<file path="src/hw/sgps_regs.vh">
// register offsets, field positions, reset values and timing counts of the
// switchgear position supervisor; included by the design files only.
// Contract
// - position code: 0 indet, 1 open, 2 closed, 3 disturbed
// - close command starts close timer, indeterminate
// - open command starts open timer, indeterminate
// - timer expiry without feedback gives disturbed, code 3
// - both contacts equal while moving: code 0
// - contacts sampled continuously, 10 closed, 01 open
// - command output ends at timeout or feedback
// - removed plug forces element position open
// - removed element ignores position signal changes
// - withdrawable unit is element plus truck instance
// - element operable with truck withdrawn or inserted
// - per-instance close, open and dwell times
// - single contact gives reduced supervision only
// - protection commands may share command relays
`ifndef SGPS_REGS_VH
`define SGPS_REGS_VH
`define SGPS_OFF_CTRL      12'h000
`define SGPS_OFF_STATUS    12'h004
`define SGPS_OFF_IRQ_STAT  12'h008
`define SGPS_OFF_IRQ_MASK  12'h00C
`define SGPS_OFF_EL_TON    12'h010
`define SGPS_OFF_EL_TOFF   12'h014
`define SGPS_OFF_EL_TDWELL 12'h018
`define SGPS_OFF_TR_TON    12'h020
`define SGPS_OFF_TR_TOFF   12'h024
`define SGPS_OFF_TR_TDWELL 12'h028
`define SGPS_OFF_WIRING    12'h030
// ctrl bits (write 1 = command pulse, except prot_share)
`define SGPS_CTRL_EL_CLOSE 0
`define SGPS_CTRL_EL_OPEN  1
`define SGPS_CTRL_TR_CLOSE 2
`define SGPS_CTRL_TR_OPEN  3
`define SGPS_CTRL_SHARE    8
// wiring: bit0 closed wired, bit1 open wired (element), bits 2/3 truck
`define SGPS_WIRING_RST    4'hF
// position codes
`define SGPS_POS_INDET     2'h0
`define SGPS_POS_OPEN      2'h1
`define SGPS_POS_CLOSED    2'h2
`define SGPS_POS_DISTURB   2'h3
// timers count ticks of 1 ms
`define SGPS_TICK_US       1000
`define SGPS_CLK_MHZ       50
`define SGPS_TICK_CYC      (`SGPS_TICK_US * `SGPS_CLK_MHZ)
// last prescaler count, one below SGPS_TICK_CYC, at the counter's width
`define SGPS_TICK_LAST     16'hC34F
`define SGPS_TON_RST       16'h0064
`define SGPS_TOFF_RST      16'h0064
`define SGPS_TDWELL_RST    16'h0000
`endif

</file>
<file path="src/hw/sgps_instance.v">
// one switchgear instance: position validation, moving and dwell timers,
// command output shaping. contacts arrive already synchronised.
`timescale 1ns/100ps
`include "sgps_regs.vh"
module sgps_instance
(
  input  wire        pclk,        // system clock
  input  wire        presetn,     // async reset, low
  input  wire        tick,        // timer tick pulse
  input  wire        aux_closed,  // synced closed contact
  input  wire        aux_open,    // synced open contact
  input  wire [1:0]  wired,       // bit0 closed wired, bit1 open wired
  input  wire        removed,     // plug removed (element only)
  input  wire        cmd_close,   // close request pulse
  input  wire        cmd_open,    // open request pulse
  input  wire [15:0] t_move_on,   // close moving time, ticks
  input  wire [15:0] t_move_off,  // open moving time, ticks
  input  wire [15:0] t_dwell,     // dwell time, ticks
  output reg  [1:0]  pos,         // position code
  output wire        out_close,   // close relay
  output wire        out_open,    // open relay
  output wire        ev_done,     // pulse: move confirmed
  output wire        ev_fail      // pulse: move timed out
);
  localparam ST_IDLE  = 2'd0;
  localparam ST_CLOSE = 2'd1;
  localparam ST_OPEN  = 2'd2;
  localparam ST_DWELL = 2'd3;
  reg [1:0]  state_ff;
  reg [1:0]  nxt_state;
  reg [15:0] cnt_ff;
  reg [15:0] nxt_cnt;
  reg        disturb_ff;
  reg        nxt_disturb;
  reg        done_ff;
  reg        fail_ff;
  wire       at_closed;
  wire       at_open;
  wire       moving;
  // missing contact is inferred from the other one
  assign at_closed = wired[0] ? (aux_closed & ~(wired[1] & aux_open)) : ~aux_open;
  assign at_open   = wired[1] ? (aux_open & ~(wired[0] & aux_closed)) : ~aux_closed;
  assign moving    = (state_ff == ST_CLOSE) || (state_ff == ST_OPEN);
  assign out_close = (state_ff == ST_CLOSE) & ~removed;
  assign out_open  = (state_ff == ST_OPEN) & ~removed;
  assign ev_done   = done_ff;
  assign ev_fail   = fail_ff;
  always @*
  begin
    nxt_state   = state_ff;
    nxt_cnt     = cnt_ff;
    nxt_disturb = disturb_ff;
    case (state_ff)
      ST_IDLE:
      begin
        if (removed)
        begin
          nxt_disturb = 1'b0;
        end
        else if (cmd_close)
        begin
          nxt_state = ST_CLOSE;
          nxt_cnt   = t_move_on;
        end
        else if (cmd_open)
        begin
          nxt_state = ST_OPEN;
          nxt_cnt   = t_move_off;
        end
        else if (at_closed || at_open)
          nxt_disturb = 1'b0;
      end
      ST_CLOSE, ST_OPEN:
      begin
        if (removed)
          nxt_state = ST_IDLE;
        else if ((state_ff == ST_CLOSE) ? at_closed : at_open)
        begin
          nxt_state   = ST_IDLE;
          nxt_disturb = 1'b0;
        end
        else if (cnt_ff == 16'h0000)
        begin
          nxt_disturb = 1'b1;
          nxt_state   = (t_dwell != 16'h0000) ? ST_DWELL : ST_IDLE;
          nxt_cnt     = t_dwell;
        end
        else if (tick)
          nxt_cnt = cnt_ff - 16'h0001;
      end
      ST_DWELL:
      begin
        if (removed || cnt_ff == 16'h0000)
          nxt_state = ST_IDLE;
        else if (tick)
          nxt_cnt = cnt_ff - 16'h0001;
      end
      default:
        nxt_state = ST_IDLE;
    endcase
  end
  always @(posedge pclk or negedge presetn)
  begin
    if (!presetn)
    begin
      state_ff   <= ST_IDLE;
      cnt_ff     <= 16'h0000;
      disturb_ff <= 1'b0;
      done_ff    <= 1'b0;
      fail_ff    <= 1'b0;
    end
    else
    begin
      state_ff   <= nxt_state;
      cnt_ff     <= nxt_cnt;
      disturb_ff <= nxt_disturb;
      done_ff    <= moving && !removed && (nxt_state == ST_IDLE) && !nxt_disturb;
      fail_ff    <= moving && nxt_disturb && !disturb_ff;
    end
  end
  // position code from contacts and supervision state
  always @*
  begin
    if (removed)
      pos = `SGPS_POS_OPEN;
    else if (moving)
      pos = at_closed ? `SGPS_POS_CLOSED : (at_open ? `SGPS_POS_OPEN : `SGPS_POS_INDET);
    else if (state_ff == ST_DWELL)
      pos = `SGPS_POS_INDET;
    else if (wired == 2'b00)
      pos = `SGPS_POS_DISTURB;
    else if (at_closed && !disturb_ff)
      pos = `SGPS_POS_CLOSED;
    else if (at_open && !disturb_ff)
      pos = `SGPS_POS_OPEN;
    else
      pos = `SGPS_POS_DISTURB;
  end
endmodule

</file>
<file path="src/hw/sgps_top.v">
// withdrawable switchgear supervisor: switching element plus movable truck,
// APB register slave, interrupt. contact and plug pins are asynchronous.
// protection requests come from logic on pclk and skip the synchronisers.
//
// Design decisions made here: the APB register port and the address map.
`timescale 1ns/100ps
`include "sgps_regs.vh"
module sgps_top
(
  input  wire        pclk,          // 50 MHz clock
  input  wire        presetn,       // async reset, low
  input  wire        psel,          // apb select
  input  wire        penable,       // apb enable
  input  wire        pwrite,        // apb write
  input  wire [11:0] paddr,         // apb byte address
  input  wire [31:0] pwdata,        // apb write data
  output reg  [31:0] prdata,        // apb read data
  output wire        pready,        // apb ready
  output wire        pslverr,       // apb error
  input  wire        el_aux_closed, // element closed contact pin
  input  wire        el_aux_open,   // element open contact pin
  input  wire        el_ready,      // element ready pin
  input  wire        el_removed,    // control plug removed pin
  input  wire        tr_aux_closed, // truck inserted contact pin
  input  wire        tr_aux_open,   // truck withdrawn contact pin
  input  wire        prot_close,    // protection close request, pulse
  input  wire        prot_open,     // protection open request, pulse
  output wire        el_relay_close,// element close relay
  output wire        el_relay_open, // element open relay
  output wire        prot_relay_close, // separate protection close relay
  output wire        prot_relay_open,  // separate protection open relay
  output wire        tr_relay_close,// truck insert relay
  output wire        tr_relay_open, // truck withdraw relay
  output wire [1:0]  el_pos,        // element position code
  output wire [1:0]  tr_pos,        // truck position code
  output wire        irq            // interrupt, level high
);
  reg  [5:0]  sync1_ff;
  reg  [5:0]  sync2_ff;
  reg  [15:0] tickcnt_ff;
  reg         tick_ff;
  reg         share_ff;
  reg  [3:0]  wiring_ff;
  reg  [15:0] el_ton_ff;
  reg  [15:0] el_toff_ff;
  reg  [15:0] el_tdw_ff;
  reg  [15:0] tr_ton_ff;
  reg  [15:0] tr_toff_ff;
  reg  [15:0] tr_tdw_ff;
  reg  [3:0]  cmd_ff;
  reg  [3:0]  prot_ff;
  reg  [5:0]  istat_ff;
  reg  [5:0]  imask_ff;
  reg  [31:0] nxt_prdata;
  reg  [1:0]  prev_pos_ff;
  wire        wr_en;
  wire        rd_en;
  wire        hit;
  wire        el_c;
  wire        el_o;
  wire        el_rm;
  wire        tr_c;
  wire        tr_o;
  wire [5:0]  ev;
  wire        el_done;
  wire        el_fail;
  wire        tr_done;
  wire        tr_fail;
  wire        el_move_close;
  wire        el_move_open;
  wire        el_sup_close;
  wire        el_sup_open;
  wire        el_ready_s;
  wire        ctrl_wr;
  wire [5:0]  w1c;
  wire [31:0] status_word;
  localparam [15:0] TICK_LAST = `SGPS_TICK_LAST;
  // one address decoder feeds both the error response and the write strobe
  function is_reg;
    input [11:0] a;
    begin
      is_reg = (a == `SGPS_OFF_CTRL) || (a == `SGPS_OFF_STATUS) ||
               (a == `SGPS_OFF_IRQ_STAT) || (a == `SGPS_OFF_IRQ_MASK) ||
               (a == `SGPS_OFF_EL_TON) || (a == `SGPS_OFF_EL_TOFF) ||
               (a == `SGPS_OFF_EL_TDWELL) || (a == `SGPS_OFF_TR_TON) ||
               (a == `SGPS_OFF_TR_TOFF) || (a == `SGPS_OFF_TR_TDWELL) ||
               (a == `SGPS_OFF_WIRING);
    end
  endfunction
  assign pready  = 1'b1;
  assign hit     = is_reg(paddr);
  assign pslverr = psel & penable & ~hit;
  assign wr_en   = psel & penable & pwrite & hit;
  assign rd_en   = psel & ~penable & ~pwrite;
  // two-stage synchronisers on all asynchronous pins
  always @(posedge pclk or negedge presetn)
  begin
    if (!presetn)
      sync1_ff <= 6'h00;
    else
      sync1_ff <= {tr_aux_open, tr_aux_closed, el_ready, el_removed, el_aux_open,
                   el_aux_closed};
  end
  // only the second stage is read; the first may still be settling
  always @(posedge pclk or negedge presetn)
  begin
    if (!presetn)
      sync2_ff <= 6'h00;
    else
      sync2_ff <= sync1_ff;
  end
  assign el_c       = sync2_ff[0];
  assign el_o       = sync2_ff[1];
  assign el_rm      = sync2_ff[2];
  assign el_ready_s = sync2_ff[3];
  assign tr_c       = sync2_ff[4];
  assign tr_o       = sync2_ff[5];
  // timer tick prescaler
  always @(posedge pclk or negedge presetn)
  begin
    if (!presetn)
      tickcnt_ff <= 16'h0000;
    else
      tickcnt_ff <= (tickcnt_ff == TICK_LAST) ? 16'h0000 : tickcnt_ff + 16'h0001;
  end
  // tick is registered so both instances see the same one-cycle pulse
  always @(posedge pclk or negedge presetn)
  begin
    if (!presetn)
      tick_ff <= 1'b0;
    else
      tick_ff <= (tickcnt_ff == TICK_LAST);
  end
  // with sharing on, protection commands join element supervision; ready gates the register close command
  assign el_sup_close = (cmd_ff[0] & el_ready_s) | (share_ff & prot_ff[0]);
  assign el_sup_open  = cmd_ff[1] | (share_ff & prot_ff[1]);
  // two independent instances, not interlocked with each other
  sgps_instance u_element
  (
    .pclk       (pclk),
    .presetn    (presetn),
    .tick       (tick_ff),
    .aux_closed (el_c),
    .aux_open   (el_o),
    .wired      (wiring_ff[1:0]),
    .removed    (el_rm),
    .cmd_close  (el_sup_close),
    .cmd_open   (el_sup_open),
    .t_move_on  (el_ton_ff),
    .t_move_off (el_toff_ff),
    .t_dwell    (el_tdw_ff),
    .pos        (el_pos),
    .out_close  (el_move_close),
    .out_open   (el_move_open),
    .ev_done    (el_done),
    .ev_fail    (el_fail)
  );
  sgps_instance u_truck
  (
    .pclk       (pclk),
    .presetn    (presetn),
    .tick       (tick_ff),
    .aux_closed (tr_c),
    .aux_open   (tr_o),
    .wired      (wiring_ff[3:2]),
    .removed    (1'b0),
    .cmd_close  (cmd_ff[2]),
    .cmd_open   (cmd_ff[3]),
    .t_move_on  (tr_ton_ff),
    .t_move_off (tr_toff_ff),
    .t_dwell    (tr_tdw_ff),
    .pos        (tr_pos),
    .out_close  (tr_relay_close),
    .out_open   (tr_relay_open),
    .ev_done    (tr_done),
    .ev_fail    (tr_fail)
  );
  assign el_relay_close   = el_move_close;
  assign el_relay_open    = el_move_open;
  // without sharing, protection pulses go to their own relays unless the plug is removed
  assign prot_relay_close = ~share_ff & prot_ff[0] & ~el_rm;
  assign prot_relay_open  = ~share_ff & prot_ff[1] & ~el_rm;
  assign ev = {(el_pos != prev_pos_ff), el_rm, tr_fail, tr_done, el_fail, el_done};
  assign irq = |(istat_ff & imask_ff);
  assign ctrl_wr = wr_en && (paddr == `SGPS_OFF_CTRL);
  assign w1c     = (wr_en && paddr == `SGPS_OFF_IRQ_STAT) ? pwdata[5:0] : 6'h00;
  // status word: positions, relay levels, plug and ready pins
  assign status_word = {20'h0, el_ready_s, el_rm, tr_relay_open, tr_relay_close,
                        el_relay_open, el_relay_close, tr_pos, 2'b00, el_pos};
  // command bits are strobes: they last one cycle and read back as zero
  always @(posedge pclk or negedge presetn)
  begin
    if (!presetn)
      cmd_ff <= 4'h0;
    else
      cmd_ff <= ctrl_wr ? pwdata[3:0] : 4'h0;
  end
  // protection pulses get one stage so they line up with the commands
  always @(posedge pclk or negedge presetn)
  begin
    if (!presetn)
      prot_ff <= 4'h0;
    else
      prot_ff <= {2'b00, prot_open, prot_close};
  end
  // previous element code, so that any change of position raises an event
  always @(posedge pclk or negedge presetn)
  begin
    if (!presetn)
      prev_pos_ff <= `SGPS_POS_INDET;
    else
      prev_pos_ff <= el_pos;
  end
  // set wins over write-one-to-clear, so an event in the clear cycle is kept
  always @(posedge pclk or negedge presetn)
  begin
    if (!presetn)
      istat_ff <= 6'h00;
    else
      istat_ff <= (istat_ff & ~w1c) | ev;
  end
  // read data is taken in the setup cycle and stands through the access cycle
  always @(posedge pclk or negedge presetn)
  begin
    if (!presetn)
      prdata <= 32'h00000000;
    else if (rd_en)
      prdata <= nxt_prdata;
  end
  // control, mask and wiring settings
  always @(posedge pclk or negedge presetn)
  begin
    if (!presetn)
    begin
      share_ff  <= 1'b0;
      imask_ff  <= 6'h00;
      wiring_ff <= `SGPS_WIRING_RST;
    end
    else if (wr_en)
    begin
      case (paddr)
        `SGPS_OFF_CTRL:     share_ff  <= pwdata[`SGPS_CTRL_SHARE];
        `SGPS_OFF_IRQ_MASK: imask_ff  <= pwdata[5:0];
        `SGPS_OFF_WIRING:   wiring_ff <= pwdata[3:0];
        default:            share_ff  <= share_ff;
      endcase
    end
  end
  // element moving and dwell times
  always @(posedge pclk or negedge presetn)
  begin
    if (!presetn)
    begin
      el_ton_ff  <= `SGPS_TON_RST;
      el_toff_ff <= `SGPS_TOFF_RST;
      el_tdw_ff  <= `SGPS_TDWELL_RST;
    end
    else if (wr_en)
    begin
      case (paddr)
        `SGPS_OFF_EL_TON:    el_ton_ff  <= pwdata[15:0];
        `SGPS_OFF_EL_TOFF:   el_toff_ff <= pwdata[15:0];
        `SGPS_OFF_EL_TDWELL: el_tdw_ff  <= pwdata[15:0];
        default:             el_ton_ff  <= el_ton_ff;
      endcase
    end
  end
  // truck moving and dwell times
  always @(posedge pclk or negedge presetn)
  begin
    if (!presetn)
    begin
      tr_ton_ff  <= `SGPS_TON_RST;
      tr_toff_ff <= `SGPS_TOFF_RST;
      tr_tdw_ff  <= `SGPS_TDWELL_RST;
    end
    else if (wr_en)
    begin
      case (paddr)
        `SGPS_OFF_TR_TON:    tr_ton_ff  <= pwdata[15:0];
        `SGPS_OFF_TR_TOFF:   tr_toff_ff <= pwdata[15:0];
        `SGPS_OFF_TR_TDWELL: tr_tdw_ff  <= pwdata[15:0];
        default:             tr_ton_ff  <= tr_ton_ff;
      endcase
    end
  end
  // read mux; unmapped offsets read as zero
  always @*
  begin
    case (paddr)
      `SGPS_OFF_CTRL:      nxt_prdata = {23'h0, share_ff, 8'h00};
      `SGPS_OFF_STATUS:    nxt_prdata = status_word;
      `SGPS_OFF_IRQ_STAT:  nxt_prdata = {26'h0, istat_ff};
      `SGPS_OFF_IRQ_MASK:  nxt_prdata = {26'h0, imask_ff};
      `SGPS_OFF_EL_TON:    nxt_prdata = {16'h0, el_ton_ff};
      `SGPS_OFF_EL_TOFF:   nxt_prdata = {16'h0, el_toff_ff};
      `SGPS_OFF_EL_TDWELL: nxt_prdata = {16'h0, el_tdw_ff};
      `SGPS_OFF_TR_TON:    nxt_prdata = {16'h0, tr_ton_ff};
      `SGPS_OFF_TR_TOFF:   nxt_prdata = {16'h0, tr_toff_ff};
      `SGPS_OFF_TR_TDWELL: nxt_prdata = {16'h0, tr_tdw_ff};
      `SGPS_OFF_WIRING:    nxt_prdata = {28'h0, wiring_ff};
      default:             nxt_prdata = 32'h00000000;
    endcase
  end
endmodule

</file>
<file path="config.mk">
export PLATFORM = sky130hd
export DESIGN_NAME = sgps_top
export DESIGN_NICKNAME = d
export VERILOG_FILES = /design/src/hw/sgps_instance.v /design/src/hw/sgps_top.v
export VERILOG_INCLUDE_DIRS = /design/src /design/src/hw
export SDC_FILE = /design/constraint.sdc
export NUM_CORES = 1
export LEC_CHECK = 0
export ABC_AREA = 1
export BUFFER_PORTS_ARGS = -buffer_cell sky130_fd_sc_hd__buf_2
export CELL_PAD_IN_SITES_DETAIL_PLACEMENT = 0
export CELL_PAD_IN_SITES_GLOBAL_PLACEMENT = 2
export CORE_UTILIZATION = 37
export DETAILED_ROUTE_END_ITERATION = 7
export GPL_ROUTABILITY_DRIVEN = 1
export PLACE_DENSITY_LB_ADDON = 0.1
export SLEW_MARGIN = 15
export SYNTH_ARGS = -nofsm -noshare
export SYNTH_HDL_FRONTEND = slang
export SYNTH_SLANG_ARGS = --single-unit
export TNS_END_PERCENT = 5
</file>
<file path="constraint.sdc">
create_clock -name pclk -period 4.88 [get_ports pclk]
set_input_delay 0.732 -clock pclk [delete_from_list [all_inputs] [get_ports pclk]]
set_output_delay 0.732 -clock pclk [all_outputs]
set_load 0.005 [all_outputs]
</file>
Word-level counts from Yosys, hierarchy flattened
Index checks and enable logic that the tools add are counted.
{"block": "word_totals", "ff_bits": 224, "input_bits": 57, "out_inout_bits": 45, "elab_cells": 230}
{"block": "op_classes", "addsub": 3, "n_eq_ne": 26, "muxes": 71, "bitwise": 42, "reduce_logical": 60}
{"operator": "two-way mux 16 bit", "n": 15}
{"operator": "one-hot mux 16 bit (11 select lines)", "n": 1}
{"operator": "one-hot mux 16 bit (3 select lines)", "n": 2}
{"operator": "two-way mux 2 bit", "n": 27}
{"operator": "equality test 12 x 6 -> 1 bit (second input constant)", "n": 4}
{"operator": "equality test 12 x 5 -> 1 bit (second input constant)", "n": 3}
{"operator": "logical NOT 16 bit", "n": 2}
{"operator": "nonzero test 16 bit", "n": 2}
{"operator": "subtractor 16 x 1 -> 16 bit (second input constant)", "n": 2}
{"operator": "equality test 12 x 4 -> 1 bit (second input constant)", "n": 2}
{"operator": "bitwise AND 1 bit", "n": 23}
{"operator": "two-way mux 1 bit", "n": 20}
{"operator": "AND reduction 2 bit", "n": 9}
{"operator": "adder 16 x 1 -> 16 bit (second input constant)", "n": 1}
{"operator": "equality test 16 bit (second input constant)", "n": 1}
{"operator": "logical AND 1 bit", "n": 15}
{"operator": "logical OR 1 bit", "n": 15}
{"operator": "inverter 1 bit", "n": 13}
{"operator": "bitwise AND 6 bit", "n": 2}
{"operator": "equality test 12 x 3 -> 1 bit (second input constant)", "n": 1}
{"operator": "logical NOT 12 bit", "n": 1}
{"operator": "logical NOT 2 bit", "n": 6}
{"operator": "inequality test 2 bit (second input constant)", "n": 6}
{"operator": "one-hot mux 2 bit (3 select lines)", "n": 2}
{"operator": "other kinds (15)", "n": 27}

Depth between registers and ports, before layout
{"block": "logic_depth", "depth_word": 17, "ltp_mapped": 13, "depth_no_buf": 13}

Modules after synthesis
From an unflattened synthesis, not the netlist that was laid out.
{"block": "unflattened", "cells_unflattened": 1691, "hier_area_um2": 12045.3}
{"module": "sgps_top", "n_inst": 1, "cells_per_inst": 898, "area_per_inst_um2": 7564.8, "seq_area_each_um2": 4174.0}
{"module": "sgps_instance (u_element)", "n_inst": 1, "cells_per_inst": 407, "area_per_inst_um2": 2264.7, "seq_area_each_um2": 525.5}
{"module": "sgps_instance (u_truck)", "n_inst": 1, "cells_per_inst": 386, "area_per_inst_um2": 2215.9, "seq_area_each_um2": 525.5}

Worst setup path after synthesis
Ideal clock, no wire load.
{"block": "synth_timing", "path_kind": "input port to output port", "start": "input paddr[11]", "end": "output pslverr", "arrival_ns": 1.685, "t_required_ns": 4.148, "path_slack_ns": 2.463, "stages": 9, "n_path_buf": 1, "path_cell_list": "nor2_2 nand2_4 nor2_4 nand3_2 nand2_1 nor2_4 nand2_8 buf_6 nor2_1"}
{"block": "synth_between", "elab_chain_len": 13, "word_cells_on_any_way": 23, "classes_between": "10 x eq/ne; 2 x bitwise; 11 x reduce/logical"}
{"element": "from (decl)", "line": "sgps_top.v:15", "source": "input wire [11:0] paddr,"}
{"element": "equality test 12 x 3 -> 1 bit or logical NOT 12 bit (tied branches)"}
{"element": "logical OR 1 bit (9 in a row)", "line": "sgps_top.v:82", "source": "is_reg = (a == `SGPS_OFF_CTRL) || (a == `SGPS_OFF_STATUS) ||"}
{"element": "logical OR 1 bit (*)", "line": "sgps_top.v:82"}
{"element": "inverter 1 bit (*)", "line": "sgps_top.v:92", "source": "assign pslverr = psel & penable & ~hit;"}
{"element": "bitwise AND 1 bit (*)", "line": "sgps_top.v:92"}
{"element": "to (decl)", "line": "sgps_top.v:19", "source": "output wire pslverr,"}
Mark *: on every way between the ends. The rest lies on a longest branch, timed or not.

Worst setup path in the final report
{"block": "layout_timing", "start": "register u_element.state_ff[1]", "end": "output el_pos[1]"}
{"block": "layout_between", "elab_chain_len": 4, "word_cells_on_any_way": 7, "classes_between": "3 x eq/ne; 3 x mux; 1 x reduce/logical"}
{"element": "from (decl)", "line": "sgps_instance.v:29", "source": "reg [1:0] state_ff;"}
{"element": "from (signal assigned)", "line": "sgps_instance.v:114", "source": "state_ff <= nxt_state;"}
{"element": "equality test 2 bit (tied with other cells)", "line": "sgps_instance.v:128", "source": "else if (state_ff == ST_DWELL)"}
{"element": "two-way mux 2 bit or logical OR 1 bit (tied branches)", "line": "sgps_instance.v:128, sgps_instance.v:43"}
{"element": "two-way mux 2 bit (*)", "line": "sgps_instance.v:126", "source": "else if (moving)"}
{"element": "two-way mux 2 bit (*)", "line": "sgps_instance.v:124", "source": "if (removed)"}
{"element": "to (decl)", "line": "sgps_top.v:34", "source": "output wire [1:0] el_pos,"}
Marks and branches as above.

==> flow_metrics.tcl <==
set metrics [dict create \
    antenna_found_initial 0 \
    status "finished, final reports clean" \
    start_kind "register" \
    crit_arrival_ns 2.70 \
    path_buf_inv 3 \
    cts_tree "yes" \
    placed_cells 2167 \
    synth-main-ff-cell "dfrtp_1" \
    mostFrequentLayoutCells "nand2_1 (536), nor2_1 (200), dfrtp_1 (192)" \
    ys_seq_elements 208 \
    drt-initial-drc-count 780 \
    async_reset_ff_frac 1.00 \
    cts-buffers-inserted 26 \
    slew_viol_final 0 \
    period_needed_ns 3.43 \
    fin_tns_setup_ns 0 \
    setup.worst_path.end_class "primary output" \
    hold_viol_final 0 \
    cts.sinks 208 \
    fp.dieH_um 183 \
    p_int_mw 3.02 \
    hold_buffers 0 \
    dp_hpwl_mm 29.1 \
    vias_per_cell 4.96 \
    grt_setup_unrepaired "false" \
    cp-startpoint "u_element.state_ff[1]$_DFF_PN0_" \
    overflow 0 \
    final_cells 2214 \
    postCtsSetupBuffers 0 \
    p_sw_frac 0.243 \
    seq_power_share 0.438 \
    core_area_um2 31900 \
    timing.fmax_ghz 0.292 \
    fin_area_um2 13700 \
    die_w_um 183 \
    maxSlewHeadroom 0.380 \
    start_util 0.381 \
    grt_pass1_vias 10600 \
    syn2layout_area_growth_pct 12.8 \
    crit_type "register to primary output" \
    ant_nets 0 \
    grtUsageTotal 0.241 \
    clkLatencyLatePin_ns 0.54 \
    pin_count 102 \
    max_cap_viol_count 0 \
    dieArea_um2 33500 \
    ir_worst_vdd_v 0.000235 \
    drt-total-wl_mm 39.4 \
    vias 11000 \
    yosysWarnings 0 \
    avgRoutedWirePerCell_um 17.8 \
    ys_seq_area_frac 0.430 \
    drt_pass1_iterations 5 \
    place.gp.congestion 0.908 \
    io_buffers 68 \
    grt_max_degree 103 \
    fin_skew_ns 0.0221 \
    place_area_um2 12800 \
    grt_pass1_wl_mm 62.2 \
    syn-cell-area_um2 12100 \
    worstHoldPathType "primary input to asynchronous set/reset pin" \
    tightest_slew_ns 0.930 \
    power_density_nw_per_um2 291 \
    r2r-start "u_truck.state_ff[0]$_DFF_PN0_" \
    comb_power_share 0.063 \
    synth_edf_count 0 \
    cts_buffer_depth 3 \
    clockRootBuffer "clkbuf_16" \
    syn_inst 1706 \
    clkTransAtPathRegs_ns 0.05 \
    crit_required_ns 4.15 \
    htreeDepth 1 \
    diodes 0 \
    synth_cell_types 49 \
    p_total_mw 3.99 \
    p_clk_frac 0.499 \
    crit_fanout 17 \
    placementRows 65 \
    fillers 3482 \
    finalCritPeriodShare 0.703 \
    path_cells "inv_1 > ha_1 > inv_1 > nor2_1 > nand2_1 > nand2_1 > buf_2" \
    setup_viol 0 \
    cp_slowest_cell "ha_1" \
    final_common_cell "nand2_1" \
    critPathMaxStageDelay_ns 0.69 \
    layout-drive-gt1-share 0.102 \
    path_delay_family "adder cells" \
    cts.repair.resized 0 \
    p_leak_nw 6.93 \
    drc 0 \
    avgSynthCellArea_um2 7.12 \
    finalNetCount 1828 \
    net-switching-power_mw 0.970 \
]
[power by group through the flow]
stage / clock network, mW / registers, mW / logic, mW
3_3_place_gp: 0 / 1.78 / 0.256
3_5_place_dp: 0 / 1.78 / 0.257
5_1_grt: 2.11 / 1.75 / 0.283
2_1_floorplan: 0 / 1.77 / 0.143
4_1_cts: 2.03 / 1.75 / 0.257
6_report: 1.99 / 1.75 / 0.253
[final timing paths]
path	end	slack, ns	depth (start not counted)
setup / recovery	el_pos[1]	1.45	7
setup reg to reg	u_truck.cnt_ff[9]$_DFFE_PN0P_	2.29	10
max in group asynchronous	wiring_ff[0]$_DFFE_PN1P_	3.47	2
min in group pclk	prot_ff[1]$_DFF_PN0_	0.30	1
hold reg to reg	sync2_ff[4]$_DFF_PN0_	0.35	0
hold / removal	u_truck.state_ff[1]$_DFF_PN0_	0.20	1
[flip-flops by register name, indices dropped and copies added, names as in the netlist, 2 cells and up]
| name | flops |
|---|---|
| sync2_ff | 6 |
| prot_ff | 2 |
| u_element.state_ff | 2 |
| sync1_ff | 6 |
| u_element.cnt_ff | 16 |
| tr_toff_ff | 16 |
| u_truck.state_ff | 2 |
| wiring_ff | 4 |
| el_toff_ff | 16 |
| tr_ton_ff | 16 |
| istat_ff | 6 |
| u_truck.cnt_ff | 16 |
| imask_ff | 6 |
| prdata | 16 |
| tr_tdw_ff | 16 |
| cmd_ff | 4 |
| el_tdw_ff | 16 |
| tickcnt_ff | 16 |
| prev_pos_ff | 2 |
| el_ton_ff | 16 |
[kinds of logic after synthesis]
family	count (synthesis)	share of synthesized area
simple gates	945	0.334
compound gates	265	0.119
buf+inv	249	0.0860
flops	208	0.430
xor+xnor	26	0.0188
fa+ha+maj	11	0.0113
other cells	2	0.000619
[through the flow]
stage / setup slack [ns] / hold WS, ns / util
after floorplan: 2.46 / 0.331 / -
after global placement: 1.84 / 0.332 / 0.402
after detailed placement: 1.80 / 0.336 / 0.402
after CTS: 1.42 / 0.281 / 0.429
after global routing: 1.25 / 0.273 / 0.429
final: 1.45 / 0.197 / 0.429
[final cells by class]
cell class | count | area [um^2] | share of cell area
Multi-Input combinational cell | 1264 | 5930 | 0.433
Clock buffer | 43 | 806 | 0.0589
Clock inverter | 4 | 70.1 | 0.00512
Inverter | 181 | 679 | 0.0496
Sequential cell | 208 | 5230 | 0.382
Timing Repair Buffer | 79 | 433 | 0.0316
Tap cell | 435 | 544 | 0.0398
[synthesized netlist by cell type, types with 5 or more instances]
library cell / count / area, um^2
nand2_1: 536 / 2010
nor2_1: 200 / 751
dfrtp_1: 192 / 4800
inv_1: 170 / 638
nand3_1: 109 / 546
o21ai_0: 95 / 475
o21ai_1: 84 / 420
a21oi_1: 43 / 215
nand4_1: 32 / 200
buf_2: 25 / 125
clkbuf_1: 22 / 82.6
xor2_1: 22 / 193
nor3_1: 19 / 95.1
buf_4: 17 / 128
dfstp_2: 16 / 420
nand3_2: 12 / 120
a21boi_0: 11 / 82.6
a21boi_1: 11 / 82.6
ha_1: 11 / 138
nor2_4: 9 / 101
inv_2: 8 / 30.0
o21ai_2: 6 / 52.6
o22ai_1: 5 / 31.3
[metal layers]
metal	share of wire	track usage
met1	0.48	0.343
met2	0.47	0.398
met5	0	0
met3	0.039	0.0272
met4	0.014	0.0417
Power figures use the tool's default switching activity.
